[src/rhm_pkg.sv]
// package for the right headphone mix register bank
package rhm_pkg;

    // ----------------------------------------------------------------
    // register indices on page zero
    // ----------------------------------------------------------------
    localparam logic [7:0] IDX_RSVD_A    = 8'h3E; // reserved location
    localparam logic [7:0] IDX_RGS_RHP   = 8'h3F; // right gain stage
    localparam logic [7:0] IDX_RDAC_RHP  = 8'h40; // right dac path
    localparam logic [7:0] IDX_RHP_CTRL  = 8'h41; // driver control
    localparam logic [7:0] IDX_RSVD_B    = 8'h42; // reserved location
    localparam logic [7:0] IDX_LGS_RCOM  = 8'h43; // left gain to common
    localparam logic [7:0] IDX_LDAC_RCOM = 8'h44; // left dac to common
    localparam logic [7:0] IDX_RSVD_C    = 8'h45; // reserved location
    localparam logic [7:0] IDX_RGS_RCOM  = 8'h46; // right gain to common
    localparam logic [7:0] PAGE_ZERO     = 8'h00; // only page served

    // ----------------------------------------------------------------
    // field positions and reset values
    // ----------------------------------------------------------------
    localparam int ROUTE_BIT = 7; // routing enable
    localparam int VOL_HI    = 6; // volume msb
    localparam int LVL_HI    = 7; // level field msb
    localparam int LVL_LO    = 4; // level field lsb
    localparam int MUTE_BIT  = 3; // 1 = unmuted
    localparam int PDHZ_BIT  = 2; // 1 = hi-z when down
    localparam int PEND_BIT  = 1; // read-only gain pending
    localparam int PWR_BIT   = 0; // full power up
    localparam logic [7:0] RST_ZERO = 8'h00;       // mix and reserved
    localparam logic [7:0] RST_CTRL = 8'h06;       // hi-z, pending set
    localparam logic [7:0] CTRL_RW_MASK = 8'hFD;   // pending not writable
    localparam logic [3:0] LVL_MAX = 4'h9;         // 9 dB top code

    // one mix path: enable plus volume
    typedef struct packed {
        logic       route;
        logic [6:0] vol;
    } rhm_mix_s;

    // driver control outputs
    typedef struct packed {
        logic [3:0] level;
        logic       unmute;
        logic       pd_hiz;
        logic       power;
    } rhm_drv_s;

    // register write request
    typedef struct packed {
        logic       wr;
        logic [7:0] page;
        logic [7:0] idx;
        logic [7:0] data;
    } rhm_wr_s;

endpackage

[src/rhm_regs.sv]
// right headphone mix register bank with gain-applied status
`timescale 1ns/1ps

// Behaviour
// [RQ1] index 63: right gain stage route, volume
// [RQ2] index 64: right dac route, volume
// [RQ3] index 67: left gain stage to common
// [RQ4] index 68: left dac to common
// [RQ5] index 70: right gain stage to common
// [RQ6] control bits 7..4 set level, reset zero
// [RQ7] software never writes level codes 10..15
// [RQ8] control bit 3 unmutes, resets muted
// [RQ9] control bit 2 hi-z power down, reset one
// [RQ10] control bit 1 read-only gain pending flag
// [RQ11] control bit 0 powers driver, reset zero
// [RQ12] reserved 62, 66, 69 plain zero-reset storage
// [RQ13] eight-bit registers, page zero, reset contents
module rhm_regs (
    input  wire logic              mclk,       // 100 MHz clock
    input  wire logic              nrst,       // async reset, low
    input  wire rhm_pkg::rhm_wr_s  wr_req,     // write request
    input  wire logic [7:0]        rd_page,    // read page select
    input  wire logic [7:0]        rd_idx,     // read index
    output logic [7:0]             rd_data,    // read data, registered
    input  wire logic              gain_done,  // analog ramp applied
    output rhm_pkg::rhm_mix_s      mix_rgs_rhp,   // right gain -> hp
    output rhm_pkg::rhm_mix_s      mix_rdac_rhp,  // right dac -> hp
    output rhm_pkg::rhm_mix_s      mix_lgs_rcom,  // left gain -> com
    output rhm_pkg::rhm_mix_s      mix_ldac_rcom, // left dac -> com
    output rhm_pkg::rhm_mix_s      mix_rgs_rcom,  // right gain -> com
    output rhm_pkg::rhm_drv_s      drv             // driver controls
);

    // ----------------------------------------------------------------
    // storage
    // ----------------------------------------------------------------
    logic [7:0] rgs_rhp_q;   // index 63
    logic [7:0] rdac_rhp_q;  // index 64
    logic [7:0] ctrl_q;      // index 65, writable bits only
    logic [7:0] lgs_rcom_q;  // index 67
    logic [7:0] ldac_rcom_q; // index 68
    logic [7:0] rgs_rcom_q;  // index 70
    logic [7:0] rsvd_a_q;    // index 62
    logic [7:0] rsvd_b_q;    // index 66
    logic [7:0] rsvd_c_q;    // index 69
    logic       pend_q;      // gains not yet applied
    logic       hit_page;    // read access targets page zero

    // write strobe for one index on page zero
    function automatic logic wr_hit(input rhm_pkg::rhm_wr_s r,
                                    input logic [7:0] idx);
        wr_hit = r.wr && (r.page == rhm_pkg::PAGE_ZERO) && (r.idx == idx);
    endfunction

    // ----------------------------------------------------------------
    // mix path registers
    // ----------------------------------------------------------------
    // plain eight-bit storage, all clear from reset
    always_ff @(posedge mclk or negedge nrst)
    begin
        if (!nrst)
        begin
            rgs_rhp_q   <= rhm_pkg::RST_ZERO; // [RQ13]
            rdac_rhp_q  <= rhm_pkg::RST_ZERO;
            lgs_rcom_q  <= rhm_pkg::RST_ZERO;
            ldac_rcom_q <= rhm_pkg::RST_ZERO;
            rgs_rcom_q  <= rhm_pkg::RST_ZERO;
        end
        else
        begin
            if (wr_hit(wr_req, rhm_pkg::IDX_RGS_RHP))
                rgs_rhp_q <= wr_req.data;   // [RQ1]
            if (wr_hit(wr_req, rhm_pkg::IDX_RDAC_RHP))
                rdac_rhp_q <= wr_req.data;  // [RQ2]
            if (wr_hit(wr_req, rhm_pkg::IDX_LGS_RCOM))
                lgs_rcom_q <= wr_req.data;  // [RQ3]
            if (wr_hit(wr_req, rhm_pkg::IDX_LDAC_RCOM))
                ldac_rcom_q <= wr_req.data; // [RQ4]
            if (wr_hit(wr_req, rhm_pkg::IDX_RGS_RCOM))
                rgs_rcom_q <= wr_req.data;  // [RQ5]
        end
    end

    // ----------------------------------------------------------------
    // reserved locations
    // ----------------------------------------------------------------
    // kept as real storage so read-back matches what was written
    always_ff @(posedge mclk or negedge nrst)
    begin
        if (!nrst)
        begin
            rsvd_a_q <= rhm_pkg::RST_ZERO; // [RQ12]
            rsvd_b_q <= rhm_pkg::RST_ZERO;
            rsvd_c_q <= rhm_pkg::RST_ZERO;
        end
        else
        begin
            if (wr_hit(wr_req, rhm_pkg::IDX_RSVD_A))
                rsvd_a_q <= wr_req.data; // [RQ12]
            if (wr_hit(wr_req, rhm_pkg::IDX_RSVD_B))
                rsvd_b_q <= wr_req.data;
            if (wr_hit(wr_req, rhm_pkg::IDX_RSVD_C))
                rsvd_c_q <= wr_req.data;
        end
    end

    // ----------------------------------------------------------------
    // driver control
    // ----------------------------------------------------------------
    // level codes above nine are stored as written; software keeps
    // out of them, the analog side treats them as undefined
    always_ff @(posedge mclk or negedge nrst)
    begin
        if (!nrst)
            ctrl_q <= rhm_pkg::RST_CTRL & rhm_pkg::CTRL_RW_MASK;
        else if (wr_hit(wr_req, rhm_pkg::IDX_RHP_CTRL))
            ctrl_q <= wr_req.data & rhm_pkg::CTRL_RW_MASK; // [RQ6] [RQ7]
    end

    // ----------------------------------------------------------------
    // gain pending status
    // ----------------------------------------------------------------
    // any write to a gain feeding these outputs re-arms pending;
    // a new write wins over a completion in the same cycle
    logic gain_wr; // a volume-bearing mix register or the level-bearing control register is written
    assign gain_wr = wr_hit(wr_req, rhm_pkg::IDX_RGS_RHP)
                   | wr_hit(wr_req, rhm_pkg::IDX_RDAC_RHP)
                   | wr_hit(wr_req, rhm_pkg::IDX_RHP_CTRL)
                   | wr_hit(wr_req, rhm_pkg::IDX_LGS_RCOM)
                   | wr_hit(wr_req, rhm_pkg::IDX_LDAC_RCOM)
                   | wr_hit(wr_req, rhm_pkg::IDX_RGS_RCOM);

    always_ff @(posedge mclk or negedge nrst)
    begin
        if (!nrst)
            pend_q <= rhm_pkg::RST_CTRL[rhm_pkg::PEND_BIT]; // [RQ10]
        else if (gain_wr)
            pend_q <= 1'b1;  // [RQ10]
        else if (gain_done)
            pend_q <= 1'b0;  // [RQ10]
    end

    // ----------------------------------------------------------------
    // read port
    // ----------------------------------------------------------------
    assign hit_page = (rd_page == rhm_pkg::PAGE_ZERO); // [RQ13]

    // registered read, other indices return zero
    always_ff @(posedge mclk or negedge nrst)
    begin
        if (!nrst)
            rd_data <= rhm_pkg::RST_ZERO;
        else if (!hit_page)
            rd_data <= rhm_pkg::RST_ZERO;
        else
        begin
            unique case (rd_idx)
                rhm_pkg::IDX_RSVD_A:    rd_data <= rsvd_a_q;
                rhm_pkg::IDX_RGS_RHP:   rd_data <= rgs_rhp_q;
                rhm_pkg::IDX_RDAC_RHP:  rd_data <= rdac_rhp_q;
                rhm_pkg::IDX_RHP_CTRL:
                    rd_data <= ctrl_q
                             | {6'h00, pend_q, 1'b0}; // [RQ10]
                rhm_pkg::IDX_RSVD_B:    rd_data <= rsvd_b_q;
                rhm_pkg::IDX_LGS_RCOM:  rd_data <= lgs_rcom_q;
                rhm_pkg::IDX_LDAC_RCOM: rd_data <= ldac_rcom_q;
                rhm_pkg::IDX_RSVD_C:    rd_data <= rsvd_c_q;
                rhm_pkg::IDX_RGS_RCOM:  rd_data <= rgs_rcom_q;
                default:                rd_data <= rhm_pkg::RST_ZERO;
            endcase
        end
    end

    // ----------------------------------------------------------------
    // outputs to analog
    // ----------------------------------------------------------------
    assign mix_rgs_rhp   = rgs_rhp_q;   // [RQ1]
    assign mix_rdac_rhp  = rdac_rhp_q;  // [RQ2]
    assign mix_lgs_rcom  = lgs_rcom_q;  // [RQ3]
    assign mix_ldac_rcom = ldac_rcom_q; // [RQ4]
    assign mix_rgs_rcom  = rgs_rcom_q;  // [RQ5]
    assign drv.level  = ctrl_q[rhm_pkg::LVL_HI:rhm_pkg::LVL_LO]; // [RQ6]
    assign drv.unmute = ctrl_q[rhm_pkg::MUTE_BIT]; // [RQ8]
    assign drv.pd_hiz = ctrl_q[rhm_pkg::PDHZ_BIT]; // [RQ9]
    assign drv.power  = ctrl_q[rhm_pkg::PWR_BIT];  // [RQ11]
endmodule

[config.mk]
export PLATFORM = sky130hd
export DESIGN_NAME = rhm_regs
export DESIGN_NICKNAME = d
export VERILOG_FILES = /design/src/rhm_pkg.sv /design/src/rhm_regs.sv
export SDC_FILE = /design/constraint.sdc
export NUM_CORES = 1
export LEC_CHECK = 0
export ABC_CLOCK_PERIOD_IN_PS = 2200
export BUFFER_PORTS_ARGS = -buffer_cell sky130_fd_sc_hd__buf_4
export CORE_ASPECT_RATIO = 0.7
export CORE_UTILIZATION = 47
export DETAILED_ROUTE_END_ITERATION = 16
export PLACE_DENSITY = 0.72
export SLEW_MARGIN = 20
export SYNTH_ARGS = -nofsm -noshare
export SYNTH_HDL_FRONTEND = slang
export SYNTH_SLANG_ARGS = --single-unit
[constraint.sdc]
create_clock -name mclk -period 2.2 [get_ports mclk]
set_input_delay 0.11 -clock mclk [delete_from_list [all_inputs] [get_ports mclk]]
set_output_delay 0.11 -clock mclk [all_outputs]
set_load 0.05 [all_outputs]
After elaboration in Yosys (flattened, before gate mapping)
Index checks and enable logic that the tools add are counted.
- register bits after elaboration: 80
- input bits: 44
- output and inout port bits: 55
- eq/ne operators: 18
- multiplexer cells: 4
- bitwise logic cells: 6
- reduce and logical (&&, ||, !) cells: 13
- operator list (operator ; number):
    $eq 8x7->1 const B ; 14
    $pmux 8 s9 ; 1
    $eq 8x6->1 const B ; 4
    $logic_not 8->1 ; 2
    $logic_and 1x1->1 ; 10
    $mux 8 ; 1
    $or 8x2->8 ; 1
    $or 1x1->1 ; 5
    $mux 1 ; 2
    $reduce_bool 2->1 ; 1

Longest topological paths before layout
- depth in word-level cells: 9
- mapped depth: 6
- mapped depth without buffers: 4

Worst setup path before layout
Ideal clock, no wire load.
- path kind: input-to-reg
- start: input port wr_req[18] (netlist bit)
- end: register rgs_rhp_q[0] (netlist: mix_rgs_rhp[0])
- library setup time: 0.125 ns
- arrival: 1.596 ns
- setup slack: 0.479 ns
- stages on the path: 5
- buffers on the path: 1
- cells stage by stage: or4_4 -> nor3_4 -> and4_2 -> buf_6 -> mux2_2
- longest elaborated chain between the ends: 3
- RTL lines (element ; line ; text):
    from (decl) ; rhm_regs.sv:21 ; input wire rhm_pkg::rhm_wr_s wr_req,
    $logic_not 8->1 ; rhm_regs.sv:52 ; wr_hit = r.wr && (r.page == rhm_pkg::PAGE_ZERO) && (r.idx == idx);
    $logic_and 1x1->1 (2 in a row) ; rhm_regs.sv:52 ;
    to (signal assigned) ; rhm_regs.sv:63 ; rgs_rhp_q <= rhm_pkg::RST_ZERO;
    to (signal assigned) ; rhm_regs.sv:72 ; rgs_rhp_q <= wr_req.data;
    to (decl) ; rhm_regs.sv:37 ; logic [7:0] rgs_rhp_q;
Every way passes these cells.
A chain may end at the register's enable or synchronous reset.

Worst setup path after layout
- start: input port wr_req[18] (netlist bit)
- end: register rgs_rhp_q[3] (netlist: mix_rgs_rhp[3])
Same word-level chain as after synthesis.

==> flow_metrics.tcl <==
set metrics [dict create \
    status "finished, final reports clean" \
    vias 2873 \
    regArea_um2 2000 \
    port_buffers 98 \
    viasPerCell 5.79 \
    multi_input_area_um2 1740 \
    skew_ps 5.73 \
    p_per_area_nw_per_um2 652 \
    critPathTopFamily "simple AND/OR/NAND/NOR gates" \
    die_w_um 110 \
    cp-start-kind "primary input" \
    drive_above_1_share_pct 55.9 \
    clockBufferDepth 2 \
    place_inst 479 \
    path_cells "buf_4 > or4_4 > nor3_4 > and4_2 > mux2_2" \
    routed_wl_um 9590 \
    grt_first_pass_wirelength_um 15000 \
    final.setup.tns_ps 0 \
    drt_first_pass_iters 5 \
    ir_worst_vdd_mv 0.373 \
    worstReg2RegEnd "rd_data[4]$_DFF_PN0_" \
    core_area_um2 7870 \
    arrival_ps 1930 \
    cts_root_buf "clkbuf_16" \
    ios 99 \
    avgRoutedWirePerCell_um 19.3 \
    worst_slew_margin_rel_pct 46.3 \
    endpoint_kind "flop" \
    ys_types 48 \
    tightest_slew_ps 801 \
    antenna_left 0 \
    ys_seq_elements 80 \
    layout_common_cells "103 x buf_4, 80 x mux2_2, 78 x dfrtp_1" \
    clk_pin_slew_ps 60 \
    synthesis.nets 332 \
    setup_viol 0 \
    yosys_most_used_dff "dfrtp_1" \
    die-height_um 77.5 \
    grtUsageTotal_pct 24.2 \
    grt.overflow.total 0 \
    critPathBufInv 1 \
    syn-cell-area_um2 3830 \
    dpl.hpwl_um 6530 \
    nFillCells 645 \
    hold_path_class "primary input to flop" \
    postCtsSetupRepairBufs 0 \
    max_stage_delay_ps 540 \
    cap_violations 0 \
    diodes 0 \
    cts.sinks 80 \
    die-area_um2 8520 \
    drc 0 \
    cpMaxStageDelayCell "or4_4" \
    whs_path_depth 2 \
    numCtsBuffers 9 \
    finalCriticalPeriod_ps 1710 \
    required_ps 2420 \
    h-tree-depth 3 \
    yosysWarnings 0 \
    critical_path_class "primary input to flop" \
    min_to "mix_rgs_rcom[5]$_DFFE_PN0P_" \
    final_hold_viol_count 0 \
    fp-row-count 27 \
    drv_slew 0 \
    mostFrequentLayoutCell "buf_4" \
    rr_worst_depth 4 \
    cts_tree "built" \
    seq_area_frac_synth_pct 52.3 \
    reg2reg_from "mix_rgs_rcom[4]$_DFFE_PN0P_" \
    syn_avg_cell_area_um2 13.3 \
    cp_max_fo 9 \
    clk_latency_ps 330 \
    rrSetupSlack_ps 820 \
    dr.first_iter.drc_count 136 \
    holdCritStartpoint "wr_req[5]" \
    async_flop_share_pct 100 \
    synth_edf_count 0 \
    grt_pass1_vias 2770 \
    crit_path_start "wr_req[18]" \
    area_growth_pct 30.5 \
    leakagePower_nw 2.50 \
    syn_inst 288 \
    grt_max_degree 45 \
    fin_cells 496 \
    initial_core_util_pct 48.7 \
    nNetsFinal 434 \
    max_freq_ghz 0.583 \
    fin_crit_sh_pct 77.9 \
    antenna_found_initial 0 \
    rsz0062_at_grt "no" \
    gp_congestion 0.767 \
]
[state kept, by name, summed over array words and instances, names as in the netlist]
name / flops
pend_q: 1
mix_rgs_rhp: 8
mix_lgs_rcom: 8
rsvd_a_q: 8
rsvd_b_q: 8
rsvd_c_q: 8
mix_ldac_rcom: 8
mix_rgs_rcom: 8
ctrl_q: 7
rd_data: 8
mix_rdac_rhp: 8
[cell usage after synthesis, types with 2 or more instances]
cell type,number,share of area [%]
and3_2,2,0.39
nor3_1,3,0.39
a21oi_1,14,1.8
nand2_1,6,0.59
inv_1,2,0.20
nor3_4,2,0.85
mux2i_1,16,4.2
dfrtp_1,78,51
dfstp_2,2,1.4
buf_6,2,0.59
o211ai_1,2,0.39
a22oi_1,5,0.98
nand4_1,2,0.33
mux2_2,80,24
nand3_1,5,0.65
nand2b_1,4,0.65
o31ai_1,2,0.39
nand3_2,3,0.78
o21ai_0,6,0.78
a211oi_1,2,0.39
or3b_2,5,1.1
buf_2,3,0.39
nor2_1,3,0.29
o22ai_1,6,0.98
and4_1,2,0.46
buf_4,3,0.59
nor4_1,2,0.33
clkbuf_1,6,0.59
[power by group]
| group | switching [mW] | internal [mW] | total (mW) |
|---|---|---|---|
| Clock | 0.578 | 1.02 | 1.60 |
| Sequential | 0.000349 | 1.47 | 1.47 |
| Combinational | 0.109 | 0.0744 | 0.183 |
| Total | 0.687 | 2.57 | 3.26 |
[metal layers]
| layer | vias to the layer above | part of all wire, % | global-route usage [%] |
|---|---|---|---|
| met2 | 118 | 43 | 34.3 |
| met3 | 13 | 7.1 | 7.14 |
| met1 | 1444 | 48 | 35.6 |
| met5 | - | 0 | 0 |
| met4 | 0 | 1.1 | 6.93 |
| li1 | 1298 | - | - |
[repair_timing]
| item | 4_1_cts | 5_1_grt |
|---|---|---|
| resized for setup | 0 | 0 |
| hold buffers | 1 | 0 |
| endpoints found under the hold margin | 42 | 0 |
[logic make-up (layout without fill, tap and decap cells)]
| group | count (synthesis) | in the layout | synth area share [%] |
|---|---|---|---|
| muxes | 96 | 96 | 27.7 |
| DFF | 80 | 80 | 52.3 |
| and+or+nand+nor | 54 | 54 | 10.8 |
| AOI/OAI and AO/OA | 42 | 42 | 6.83 |
| buffers and inverters | 16 | 123 | 2.35 |
[worst reg2reg max path: cells and delay by family, from the launching register on]
| family | cells | cell delay [ps] |
|---|---|---|
| AO/OA/AOI/OAI | 1 | 170 |
| flip-flops | 1 | 390 |
| AND/OR/NAND/NOR | 1 | 390 |
| multiplexers | 2 | 360 |
[per-stage QoR]
step / total power [mW] / setup WS (ps) / hold slack, ps / utilization [%] / cell area [um^2]
after floorplan: 1.55 / 479 / -186 / - / 3830
after global placement: 1.68 / 167 / 140 / 59.3 / 4670
after detailed placement: 1.68 / 135 / 144 / 59.3 / 4670
after CTS: 3.29 / 495 / 64.5 / 63.5 / 5000
after global routing: 3.37 / 432 / 75.5 / 63.5 / 5000
final: 3.26 / 486 / 76.7 / 63.5 / 5000
[worst max-delay path by stage]
stage / endpoint / cells past startpoint
finish: mix_rgs_rhp[3]$_DFFE_PN0P_ / 5
global route: rsvd_c_q[1]$_DFFE_PN0P_ / 5
CTS: mix_rgs_rhp[3]$_DFFE_PN0P_ / 5
detailed placement: mix_rgs_rhp[2]$_DFFE_PN0P_ / 5
global placement: mix_rgs_rhp[1]$_DFFE_PN0P_ / 5
floorplan: mix_rgs_rhp[0]$_DFFE_PN0P_ / 5
[cell type report]
type / count / share of cell area, %
Sequential cell: 80 / 40.1
Timing Repair Buffer: 105 / 16.1
Multi-Input combinational cell: 192 / 34.7
Tap cell: 101 / 2.53
Clock buffer: 11 / 4.86
Inverter: 2 / 0.150
Clock inverter: 5 / 1.58
(Power assumes the default switching activity.)
